## config.mk

```make
export PLATFORM = sky130hd
export DESIGN_NAME = audio_keyclick_power_control
export DESIGN_NICKNAME = d
export VERILOG_FILES = /design/src/audio_ctrl_pkg.sv /design/src/audio_keyclick_power_control.sv
export SDC_FILE = /design/constraint.sdc
export NUM_CORES = 1
export LEC_CHECK = 0
export BUFFER_PORTS_ARGS = -buffer_cell sky130_fd_sc_hd__buf_2
export CORE_UTILIZATION = 42
export DETAILED_ROUTE_END_ITERATION = 8
export PLACE_DENSITY = 0.61
export SYNTH_ARGS = -nofsm -noshare
export SYNTH_HDL_FRONTEND = slang
export SYNTH_SLANG_ARGS = --single-unit
```

## constraint.sdc

```tcl
create_clock -name clk -period 4.07 [get_ports clk]
set_input_delay 0 -clock clk [delete_from_list [all_inputs] [get_ports clk]]
set_output_delay 0 -clock clk [all_outputs]
set_load 0.02 [all_outputs]
```

## src/audio_ctrl_pkg.sv

```systemverilog
// package: register map, field positions, reset values and timing for the audio control bank
package audio_ctrl_pkg;
   localparam logic [3:0]  ADDR_CLICK      = 4'h4;  // keyclick/mono/soft-step control
   localparam logic [3:0]  ADDR_POWER      = 4'h5;  // audio power / misc control
   localparam logic [3:0]  ADDR_VOLUME     = 4'h8;  // volume target and mute (own map)
   localparam logic [3:0]  ADDR_STATUS     = 4'h9;  // live status (own map)
   // keyclick register fields
   localparam int          CK_TRIG_BIT     = 15;
   localparam int          CK_AMP_LSB      = 12;
   localparam int          CK_FREQ_LSB     = 8;
   localparam int          CK_LEN_LSB      = 4;
   localparam int          CK_MONO_BIT     = 2;
   localparam int          CK_RATE_BIT     = 1;
   localparam int          CK_SSDONE_BIT   = 0;
   localparam logic [2:0]  CK_AMP_RST      = 3'h4;
   localparam logic [2:0]  CK_FREQ_RST     = 3'h4;
   localparam logic [3:0]  CK_LEN_RST      = 4'h1;
   // power register fields
   localparam int          PW_MASTER_BIT   = 15;
   localparam int          PW_VCM_BIT      = 14;
   localparam int          PW_BYPASS_BIT   = 13;
   localparam int          PW_HP_BIT       = 12;
   localparam int          PW_MONO_BIT     = 11;
   localparam int          PW_DAC_BIT      = 10;
   localparam int          PW_ADC_BIT      = 9;
   localparam int          PW_DONE_BIT     = 7;
   localparam int          PW_MICB_BIT     = 6;
   localparam int          PW_OSC_BIT      = 5;
   localparam int          PW_CLKBUF_BIT   = 4;
   localparam int          PW_SMON_BIT     = 3;
   localparam int          PW_UNSYNC_BIT   = 2;
   localparam int          PW_BASS_BIT     = 1;
   localparam int          PW_DEEMP_BIT    = 0;
   localparam logic [7:0]  PW_HIGH_RST     = 8'hFF;
   localparam logic [15:0] PW_WMASK        = 16'hFF7B; // bits 7 and 2 read-only
   // volume register fields
   localparam int          VOL_MUTE_BIT    = 15;
   localparam logic [6:0]  VOL_RST         = 7'h7F;
   // timing
   localparam int          CLK_HZ          = 200_000_000;
   localparam int          STEP_US         = 20;
   localparam int          STEP_CYC        = STEP_US * (CLK_HZ / 1_000_000);
   localparam int          VCM_RAMP_MS     = 500;
   localparam int          VCM_RAMP_CYC    = VCM_RAMP_MS * (CLK_HZ / 1000);
   localparam int          SECTION_US      = 10;
   localparam int          SECTION_CYC     = SECTION_US * (CLK_HZ / 1_000_000);
   localparam int          HALF_BASE_HZ    = 125;  // half period base: 62.5 Hz tone
   // one half period of the 62.5 Hz tone is 1/125 s
   localparam int          HALF_BASE_CYC   = CLK_HZ / HALF_BASE_HZ;
endpackage

```

## src/audio_keyclick_power_control.sv

```systemverilog
// register bank with keyclick generator, soft-step engine and power sequencing
`timescale 1ns/1ps
`default_nettype none
module audio_keyclick_power_control
   import audio_ctrl_pkg::*;
#(
   parameter int VCM_RAMP_CYCLES = VCM_RAMP_CYC
) (
   input  wire logic        clk,
   input  wire logic        srst,
   input  wire logic [3:0]  avs_address,
   input  wire logic        avs_read,
   input  wire logic        avs_write,
   input  wire logic [31:0] avs_writedata,
   input  wire logic [3:0]  avs_byteenable,
   output logic      [31:0] avs_readdata,
   output logic             avs_waitrequest,
   input  wire logic        bus_unsync_in,
   output logic             click_active,
   output logic             click_wave,
   output logic [2:0]       click_amplitude,
   output logic             mono_source_select,
   output logic [6:0]       gain_level,
   output logic             gain_zero_out,
   output logic [6:0]       section_power_on,
   output logic             common_mode_reference,
   output logic             mic_bias_on,
   output logic             crystal_osc_on,
   output logic             osc_clock_buffer_on,
   output logic             sync_monitor_on,
   output logic             converters_halted,
   output logic             bass_filter_on,
   output logic             deemphasis_on
);
   typedef enum logic [2:0] {
      BUS_IDLE = 3'b001,
      BUS_ACK  = 3'b010,
      BUS_DONE = 3'b100
   } bus_state_e;

   bus_state_e  bus_reg;
   logic [15:0] click_reg;
   logic [15:0] power_reg;
   logic [7:0]  volume_reg;
   logic        softstep_done_flag;
   logic        power_sequence_done_flag;
   logic        serial_audio_unsync_flag;
   logic [1:0]  unsync_sync_reg;
   logic [15:0] wdata;
   logic        wr_hit;
   logic        rd_hit;
   logic [15:0] click_rd;
   logic [15:0] power_rd;

   assign wdata  = avs_writedata[15:0];
   assign wr_hit = (bus_reg == BUS_ACK) && avs_write;
   assign rd_hit = (bus_reg == BUS_ACK) && avs_read;
   // keyclick reserved bits 11 and 3 forced low on read
   assign click_rd = {click_reg[15:12], 1'b0, click_reg[10:4], 1'b0, click_reg[2:1],
                      softstep_done_flag};
   assign power_rd = {power_reg[15:8], power_sequence_done_flag, power_reg[6:3],
                      serial_audio_unsync_flag, power_reg[1:0]};

   // one wait cycle then acknowledge; keeps write decode off the raw request
   always_ff @(posedge clk) begin
      if (srst) begin
         bus_reg <= BUS_IDLE;
      end else begin
         case (bus_reg)
            BUS_IDLE: if (avs_read || avs_write) bus_reg <= BUS_ACK;
            BUS_ACK:  bus_reg <= BUS_DONE;
            BUS_DONE: bus_reg <= BUS_IDLE;
            default:  bus_reg <= BUS_IDLE;
         endcase
      end
   end

   assign avs_waitrequest = (bus_reg != BUS_ACK);

   always_ff @(posedge clk) begin
      if (srst) begin
         avs_readdata <= 32'h0;
      end else if (rd_hit || (bus_reg == BUS_IDLE && avs_read)) begin
         case (avs_address)
            ADDR_CLICK:  avs_readdata <= {16'h0, click_rd};
            ADDR_POWER:  avs_readdata <= {16'h0, power_rd};
            ADDR_VOLUME: avs_readdata <= {24'h0, volume_reg};
            ADDR_STATUS: avs_readdata <= {29'h0, click_active, gain_zero_out,
                                          converters_halted};
            default:     avs_readdata <= 32'h0;
         endcase
      end
   end

   // ---------------- keyclick generator ----------------
   logic [23:0] half_cnt;
   logic [23:0] half_len;
   logic [5:0]  half_left;
   logic        click_end;

   assign half_len  = 24'(HALF_BASE_CYC) >> click_reg[CK_FREQ_LSB +: 3];
   assign click_end = click_active && (half_cnt == 24'h1) && (half_left == 6'h1);

   always_ff @(posedge clk) begin
      if (srst) begin
         click_reg <= {1'b0, CK_AMP_RST, 1'b0, CK_FREQ_RST, CK_LEN_RST, 4'h0};
      end else begin
         if (wr_hit && avs_address == ADDR_CLICK) begin
            if (avs_byteenable[1]) click_reg[15:8] <= {wdata[15:12], 1'b0, wdata[10:8]};
            if (avs_byteenable[0]) click_reg[7:0]  <= {wdata[7:4], 1'b0, wdata[2:1], 1'b0};
         end else if (click_end) begin
            click_reg[CK_TRIG_BIT] <= 1'b0;
         end
      end
   end

   always_ff @(posedge clk) begin
      if (srst) begin
         click_active <= 1'b0;
         click_wave   <= 1'b0;
         half_cnt     <= 24'h0;
         half_left    <= 6'h0;
      end else if (!click_active && click_reg[CK_TRIG_BIT]) begin
         click_active <= 1'b1;
         click_wave   <= 1'b1;
         half_cnt     <= half_len;
         // (len+1)*2 periods = (len+1)*4 half periods
         // length 15 wraps to zero, which the down-count treats as 64 halves
         half_left    <= {4'(click_reg[CK_LEN_LSB +: 4] + 4'h1), 2'b00};
      end else if (click_active) begin
         if (half_cnt == 24'h1) begin
            half_cnt   <= half_len;
            click_wave <= ~click_wave;
            half_left  <= half_left - 6'h1;
            if (half_left == 6'h1) begin
               click_active <= 1'b0;
               click_wave   <= 1'b0;
            end
         end else begin
            half_cnt <= half_cnt - 24'h1;
         end
      end
   end

   always_ff @(posedge clk) begin
      if (srst) begin
         click_amplitude    <= CK_AMP_RST;
         mono_source_select <= 1'b0;
      end else begin
         click_amplitude    <= click_reg[CK_AMP_LSB +: 3];
         mono_source_select <= click_reg[CK_MONO_BIT];
      end
   end

   // ---------------- volume soft-step ----------------
   logic [11:0] step_cnt;
   logic        step_half;
   logic        step_tick;
   logic [6:0]  gain_target;

   assign gain_target = volume_reg[VOL_MUTE_BIT - 8] ? 7'h0 : volume_reg[6:0];

   always_ff @(posedge clk) begin
      if (srst) begin
         step_cnt  <= 12'h0;
         step_half <= 1'b0;
         step_tick <= 1'b0;
      end else begin
         step_tick <= 1'b0;
         if (step_cnt == 12'(STEP_CYC - 1)) begin
            step_cnt  <= 12'h0;
            step_half <= ~step_half;
            step_tick <= !click_reg[CK_RATE_BIT] || step_half;
         end else begin
            step_cnt <= step_cnt + 12'h1;
         end
      end
   end

   always_ff @(posedge clk) begin
      if (srst) begin
         volume_reg <= {1'b1, VOL_RST};
      end else if (wr_hit && avs_address == ADDR_VOLUME && avs_byteenable[0]) begin
         volume_reg <= avs_writedata[7:0];
      end
   end

   always_ff @(posedge clk) begin
      if (srst) begin
         gain_level         <= 7'h0;
         gain_zero_out      <= 1'b1;
         softstep_done_flag <= 1'b1;
      end else begin
         softstep_done_flag <= (gain_level == gain_target);
         if (step_tick && gain_level < gain_target) gain_level <= gain_level + 7'h1;
         if (step_tick && gain_level > gain_target) gain_level <= gain_level - 7'h1;
         // zeros only once fully down, so the mute lands without a pop
         gain_zero_out <= volume_reg[7] && (gain_level == 7'h0);
      end
   end

   // ---------------- power control ----------------
   logic [6:0]  sect_req;
   logic [10:0] seq_cnt;
   logic        vcm_need;
   logic        vcm_latched;
   logic [27:0] vcm_cnt;
   logic        vcm_settled;

   always_ff @(posedge clk) begin
      if (srst) begin
         power_reg <= {PW_HIGH_RST, 1'b0, 1'b0, 1'b1, 1'b0, 1'b0, 3'b000};
      end else if (wr_hit && avs_address == ADDR_POWER) begin
         if (avs_byteenable[1]) power_reg[15:8] <= wdata[15:8];
         if (avs_byteenable[0]) power_reg[7:0] <= wdata[7:0] & PW_WMASK[7:0];
      end
   end

   // index: 0 bypass, 1 headphone, 2 mono, 3 out conv, 4 in conv, 5 input front end, 6 vcm
   always_comb begin
      sect_req[0] = !power_reg[PW_BYPASS_BIT];
      sect_req[1] = !power_reg[PW_HP_BIT];
      sect_req[2] = !power_reg[PW_MONO_BIT];
      sect_req[3] = !power_reg[PW_DAC_BIT];
      sect_req[4] = !power_reg[PW_ADC_BIT];
      sect_req[5] = sect_req[2] || sect_req[4];
      sect_req[6] = vcm_need || vcm_latched;
      if (power_reg[PW_MASTER_BIT]) sect_req = 7'h0;
   end

   assign vcm_need = !power_reg[PW_BYPASS_BIT] || !power_reg[PW_DAC_BIT] || !power_reg[PW_ADC_BIT];

   always_ff @(posedge clk) begin
      if (srst) begin
         vcm_latched <= 1'b0;
      end else if (power_reg[PW_VCM_BIT]) begin
         vcm_latched <= 1'b0;
      end else if (common_mode_reference) begin
         vcm_latched <= 1'b1;
      end
   end

   always_ff @(posedge clk) begin
      if (srst) begin
         section_power_on         <= 7'h0;
         common_mode_reference    <= 1'b0;
         seq_cnt                  <= 11'h0;
         vcm_cnt                  <= 28'h0;
         vcm_settled              <= 1'b0;
         power_sequence_done_flag <= 1'b1;
      end else begin
         common_mode_reference <= sect_req[6];
         // pending sections 0 to 5 switch together after one settling interval; section 6 follows the vcm ramp
         if (power_reg[PW_MASTER_BIT]) begin
            // master cuts everything at once; otherwise power-up and power-down both wait for settling
            seq_cnt               <= 11'h0;
            section_power_on[5:0] <= 6'h00;
         end else if (section_power_on[5:0] != sect_req[5:0]) begin
            if (seq_cnt == 11'(SECTION_CYC - 1)) begin
               seq_cnt          <= 11'h0;
               section_power_on <= {section_power_on[6], sect_req[5:0]};
            end else begin
               seq_cnt <= seq_cnt + 11'h1;
            end
         end
         if (!sect_req[6]) begin
            vcm_cnt     <= 28'h0;
            vcm_settled <= 1'b0;
            section_power_on[6] <= 1'b0;
         end else if (vcm_cnt == 28'(VCM_RAMP_CYCLES - 1)) begin
            vcm_settled <= 1'b1;
            section_power_on[6] <= 1'b1;
         end else begin
            vcm_cnt <= vcm_cnt + 28'h1;
         end
         power_sequence_done_flag <= (section_power_on[5:0] == sect_req[5:0])
                                     && (vcm_settled == sect_req[6]);
      end
   end

   always_ff @(posedge clk) begin
      if (srst) begin
         mic_bias_on         <= 1'b0;
         crystal_osc_on      <= 1'b1;
         osc_clock_buffer_on <= 1'b0;
         sync_monitor_on     <= 1'b0;
         bass_filter_on      <= 1'b0;
         deemphasis_on       <= 1'b0;
      end else begin
         mic_bias_on         <= !power_reg[PW_MICB_BIT] && !power_reg[PW_MASTER_BIT];
         crystal_osc_on      <= power_reg[PW_OSC_BIT];
         osc_clock_buffer_on <= power_reg[PW_CLKBUF_BIT] && power_reg[PW_OSC_BIT];
         sync_monitor_on     <= !power_reg[PW_SMON_BIT];
         bass_filter_on      <= power_reg[PW_BASS_BIT];
         deemphasis_on       <= power_reg[PW_DEEMP_BIT];
      end
   end

   // ---------------- serial audio sync ----------------
   always_ff @(posedge clk) begin
      if (srst) begin
         unsync_sync_reg <= 2'b00;
      end else begin
         unsync_sync_reg <= {unsync_sync_reg[0], bus_unsync_in};
      end
   end

   always_ff @(posedge clk) begin
      if (srst) begin
         serial_audio_unsync_flag <= 1'b1;
         converters_halted        <= 1'b0;
      end else begin
         converters_halted <= sync_monitor_on && unsync_sync_reg[1];
         // set wins over the clear-on-read
         if (sync_monitor_on && unsync_sync_reg[1]) begin
            serial_audio_unsync_flag <= 1'b1;
         end else if (rd_hit && avs_address == ADDR_POWER) begin
            serial_audio_unsync_flag <= 1'b0;
         end
      end
   end
endmodule
`default_nettype wire

```

After elaboration in Yosys (flattened, before gate mapping)
Cells that the tools add are included.
{"block": "word_totals", "register_bits": 189, "in_bits": 45, "wordCells": 153, "out_inout_bits": 62}
{"block": "op_classes", "n_reduce_logical": 55, "addsub": 8, "n_eq_ne": 18, "muxes": 27, "bitwise": 4, "n_shift": 1, "n_lt_le_gt_ge": 2}
{"op": "2-to-1 mux 24 bit", "count": 3}
{"op": "case mux 16 bit (4 select lines)", "count": 1}
{"op": "adder 28 x 1 -> 28 bit (second input constant)", "count": 1}
{"op": "equality test 28 x 27 -> 1 bit (second input constant)", "count": 1}
{"op": "2-to-1 mux 7 bit", "count": 4}
{"op": "equality test 24 x 1 -> 1 bit (second input constant)", "count": 1}
{"op": "right shift 21 x 3 -> 24 bit (first input constant)", "count": 1}
{"op": "subtractor 24 x 1 -> 24 bit (second input constant)", "count": 1}
{"op": "logical AND 1 bit", "count": 18}
{"op": "2-to-1 mux 6 bit", "count": 3}
{"op": "AND reduction 2 bit", "count": 8}
{"op": "OR reduction 2 bit", "count": 7}
{"op": "adder 12 x 1 -> 12 bit (second input constant)", "count": 1}
{"op": "equality test 12 bit (second input constant)", "count": 1}
{"op": "2-to-1 mux 1 bit", "count": 12}
{"op": "adder 11 x 1 -> 11 bit (second input constant)", "count": 1}
{"op": "equality test 11 bit (second input constant)", "count": 1}
{"op": "2-to-1 mux 11 bit", "count": 1}
{"op": "zero test 1 bit", "count": 10}
{"op": "equality test 4 x 3 -> 1 bit (second input constant)", "count": 2}
{"op": "equality test 4 bit (second input constant)", "count": 2}
{"op": "2-to-1 mux 8 bit", "count": 1}
{"op": "nonzero test 2 bit", "count": 4}
{"op": "adder 7 x 1 -> 7 bit (second input constant)", "count": 1}
{"op": "19 further kinds", "count": 29}

Depth between registers and ports, before layout
{"block": "depth", "depth_word": 7, "depth_mapped": 17, "ltp_nobuf": 16}

Worst setup path before layout
OpenSTA, ideal clock, no wires.
{"block": "synth_timing", "kind": "reg2reg", "from": "register volume_reg[7]", "to": "register gain_level[6]", "path_buffers": 1, "setup_time_ns": 0.121, "slack_ns": 0.873, "t_required_ns": 3.949, "period_less_slack_ns": 3.197, "arrival_time_ns": 3.077, "path_stages_with_launch": 17, "path_cell_list": "dfxtp_1 -> clkbuf_1 -> nand2b_1 -> ha_1 -> nor2b_1 -> o21ai_0 -> a21oi_1 -> nor2_1 -> or2_2 -> inv_1 -> ha_1 -> nor2b_1 -> o31a_1 -> o21ai_0 -> nand2b_1 -> o31ai_1 -> mux2_2"}
{"block": "synth_between", "elab_chain_len": 4, "word_cells_on_any_way": 7, "classes_between": "2 x order compare; 2 x mux; 3 x reduce/logical"}
{"element": "start: declaration", "line_no": "audio_keyclick_power_control.sv:44", "source": "logic [7:0] volume_reg;"}
{"element": "start signal: assignment", "line_no": "audio_keyclick_power_control.sv:182", "source": "volume_reg <= {1'b1, VOL_RST};"}
{"element": "start signal: assignment", "line_no": "audio_keyclick_power_control.sv:184", "source": "volume_reg <= avs_writedata[7:0];"}
{"element": "2-to-1 mux 7 bit (*)", "line_no": "audio_keyclick_power_control.sv:161", "source": "assign gain_target = volume_reg[VOL_MUTE_BIT - 8] ? 7'h0 : volume_reg[6:0];"}
{"element": "greater-than comparator 7 bit / < comparator 7 bit (equally long branches)", "line_no": "audio_keyclick_power_control.sv:196, audio_keyclick_power_control.sv:195"}
{"element": "logical AND 1 bit (on tied branches)", "line_no": "audio_keyclick_power_control.sv:196, audio_keyclick_power_control.sv:195"}
{"element": "2-to-1 mux 7 bit / nonzero test 2 bit (equally long branches)"}
{"element": "end signal: assignment", "line_no": "audio_keyclick_power_control.sv:195", "source": "if (step_tick && gain_level < gain_target) gain_level <= gain_level + 7'h1;"}
{"element": "end signal: assignment", "line_no": "audio_keyclick_power_control.sv:196", "source": "if (step_tick && gain_level > gain_target) gain_level <= gain_level - 7'h1;"}
{"element": "end: declaration", "line_no": "audio_keyclick_power_control.sv:23", "source": "output logic [6:0] gain_level,"}
Mark *: on every way between the ends. The rest lies on a longest branch, timed or not.
A chain may end at the register's enable or synchronous reset.

Worst setup path in the final report
Same ends and word-level chain as after synthesis.

==> results.py <==
metrics = {
    "sta": {
        "finalCriticalPeriod_ps": 3420,
        "rsz0062_at_grt": "false",
        "fin_crit_sh_pct": 83.9,
        "tns_ps": 0,
        "hold_viol_final": 0,
        "tightest_slew_ps": 1110,
        "maxSlewHeadroom_pct": 25.6,
        "setup_viol": 0,
        "drv_slew": 0,
        "fmax_ghz": 0.293,
        "skew_ps": 8.96,
    },
    "worst_setup_path": {
        "r2r-start": "volume_reg[7]",
        "cp_cell_sequence": "nand2b_1, ha_1, a21o_1, a21oi_1, o21ai_0, nor2_1, or2_2, inv_1, ha_1, nor2b_1, o31a_1, o21ai_0, nand2b_1, o31ai_1, mux2_2",
        "crit_buf_inv": 1,
        "end_kind": "flip-flop",
        "cp.depth": 15,
        "worstSetupStartpoint": "volume_reg[7]",
        "max_stage_delay_ps": 370,
        "critPathKind": "flip-flop to flip-flop",
        "start_kind": "flip-flop",
        "required_ps": 4390,
        "arrival_ps": 3730,
        "cp_max_fo": 10,
        "crit_family": "compound AO/OA/AOI/OAI gates",
        "reg2reg_slack_ps": 650,
        "slowest_stage": "dfxtp_1",
        "rr_worst_depth": 15,
    },
    "route": {
        "wl_mm": 19.2,
        "firstDrtPassIters": 5,
        "wl_met2_mm": 8.45,
        "vias_per_cell": 5.22,
        "drt.antenna.violating_nets": 0,
        "wire_per_inst_um": 14.3,
        "wl_met3_um": 793,
        "drc": 0,
        "m1WireLength_mm": 9.61,
        "vias": 6999,
        "highest_layer": "met5",
        "drtIter0Drc": 376,
    },
    "power": {
        "p_leak_nw": 3.76,
        "p_per_area_nw_per_um2": 370,
        "switchingPower_w": 0.000763,
        "sw_frac_of_total_pct": 21.6,
        "p_clk_share_pct": 47.9,
        "intPower_w": 0.00277,
        "seqPwrFrac_pct": 48.1,
        "combPwrFrac_pct": 4.0,
        "peakVddDrop_mv": 0.289,
    },
    "die": {
        "die_h_um": 142,
        "io_pins": 107,
        "die_area_um2": 20200,
        "core_um2": 19000,
        "die_w_um": 142,
        "start_util_pct": 43.5,
        "rows": 50,
    },
    "place": {
        "dp_hpwl_mm": 13.4,
        "finalWeightedCongestion": 0.837,
        "place_inst": 1293,
        "portBuffers": 72,
    },
    "synthesis": {
        "netlist_top_cells_count": "dfxtp_1, nor2_1, a21oi_1, nand2_1, clkbuf_1",
        "synth_area_leaders": "dfxtp_1, nor2_1, a21oi_1",
        "ys_seq_area_share_pct": 41.7,
        "syn_area_um2": 8250,
        "synthArstFlopShare_pct": 0,
        "post-synth-top-count-cell": "dfxtp_1",
        "synth_top_cell_area_share_pct": 41.7,
        "synth-edff-count": 0,
        "synth-main-ff-cell": "dfxtp_1",
        "yosysTopAreaCell": "dfxtp_1",
        "avgSynthCellArea_um2": 8.21,
        "yosys_warnings": 0,
        "postSynthCellCount": 1005,
        "synth.distinct_cells": 63,
        "ys_seq_elements": 172,
    },
    "clocking": {
        "clk_latency_ps": 420,
        "htree_levels": 4,
        "cts-root-buf": "clkbuf_16",
        "cts_num_sinks": 172,
        "clock_path_buffers": 2,
        "cts_hold_buffers": 19,
        "cts_resized": 0,
        "clkTransAtPathRegs_ps": 70,
        "cts_setup_buffers": 0,
        "cts_tree": "yes",
        "cts_buffers": 17,
    },
    "global_routing": {
        "antenna_found_initial": 1,
        "first_global_vias": 6483,
        "grt_overflow": 0,
        "grt_usage_pct": 19.7,
        "grt_pass1_wl_mm": 31.8,
        "grt_max_degree": 71,
    },
    "cells_and_area": {
        "layout-drive-gt1-share_pct": 12.4,
        "largest_reg_flops": 28,
        "area_delta_synth_final_pct": 15.7,
        "diodes": 0,
        "nNetsFinal": 1144,
        "largest_registers": "vcm_cnt (28), half_cnt (24), avs_readdata (16)",
        "stdcell_count": 1342,
        "largest-register": "vcm_cnt",
    },
    "run": {
        "drv_cap": 0,
    },
    "min_path": {
        "hp-class": "input port to flip-flop",
        "hp-start": "srst",
        "holdPathStages": 2,
    },
    "run_status": {
        "status": "completed",
    },
}
## layer usage
metal	up-vias	global-route usage (%)
li1	3611	-
met1	3214	26.9
met2	151	30.8
met3	21	4.31
met4	2	6.62
met5	-	0
## worst reg2reg max path, delay by kind of cell (launching register included)
| kind | cells | cell delay [ps] |
|---|---|---|
| mux | 1 | 360 |
| buf+inv | 1 | 100 |
| fa+ha+maj | 2 | 650 |
| flops | 1 | 370 |
| compound gates | 6 | 1030 |
| simple gates | 5 | 780 |
## cell usage in the layout, fill, tap and decap left out, types with 5 or more instances in the layout
cell type,instances
a211o_1,16
a211oi_1,9
a21o_1,5
a21oi_1,75
a22oi_1,19
a31oi_1,13
and3_1,15
buf_2,71
buf_4,9
clkbuf_16,17
conb_1,16
dfxtp_1,172
dlygate4sd3_1,19
ha_1,27
inv_1,33
mux2i_1,6
nand2_1,72
nand2b_1,14
nand3_1,34
nand3b_1,10
nand4_1,23
nor2_1,160
nor2b_1,19
nor3_1,27
nor3b_1,5
nor4_1,10
o21ai_0,36
or2_2,15
or3_1,11
xnor2_1,20
xor2_1,35
## path summary, 6_finish.rpt
check                                           end
worst max-delay path                  gain_level[6]
worst min-delay path                    half_cnt[0]
worst max register to register        gain_level[6]
worst min register to register  osc_clock_buffer_on
## power by group through the flow
stage          Combinational (W)  Sequential [W]  Clock [W]
3_3_place_gp            0.000129         0.00174          0
4_1_cts                 0.000143         0.00170    0.00173
6_report                0.000143         0.00170    0.00169
5_1_grt                 0.000157         0.00170    0.00181
3_5_place_dp            0.000128         0.00174          0
2_1_floorplan          0.0000932         0.00174          0
## cells by family after synthesis
| kind of cell | synth area share (%) |
|---|---|
| AO/OA/AOI/OAI | 15.7 |
| XOR/XNOR | 5.84 |
| adder cells (fa/ha/maj) | 4.34 |
| buffers and inverters | 5.38 |
| flip-flops | 41.7 |
| multiplexers | 1.00 |
| other | 0.0455 |
| AND/OR/NAND/NOR | 26.0 |
## stage by stage
step	util (%)	hold slack [ps]	worst slack [ps]	power [W]	cell area (um^2)
floorplan	-	121	873	0.00183	8310
global placement	46.1	239	709	0.00187	8740
detailed placement	46.1	246	678	0.00187	8740
CTS	50.4	108	632	0.00358	9550
global route	50.4	132	360	0.00367	9550
finish	50.4	117	655	0.00354	9550
## layout make-up
cell class / count / area [um^2]
sequential: 172 / 3440
timing repair buffer: 99 / 613
clock inverter: 8 / 130
inverter: 33 / 124
clock buffer: 22 / 484
multi-input combinational: 748 / 4430
tap: 260 / 325
fill: 1837 / 9410
Note: power is estimated with default switching activity, not from simulation.
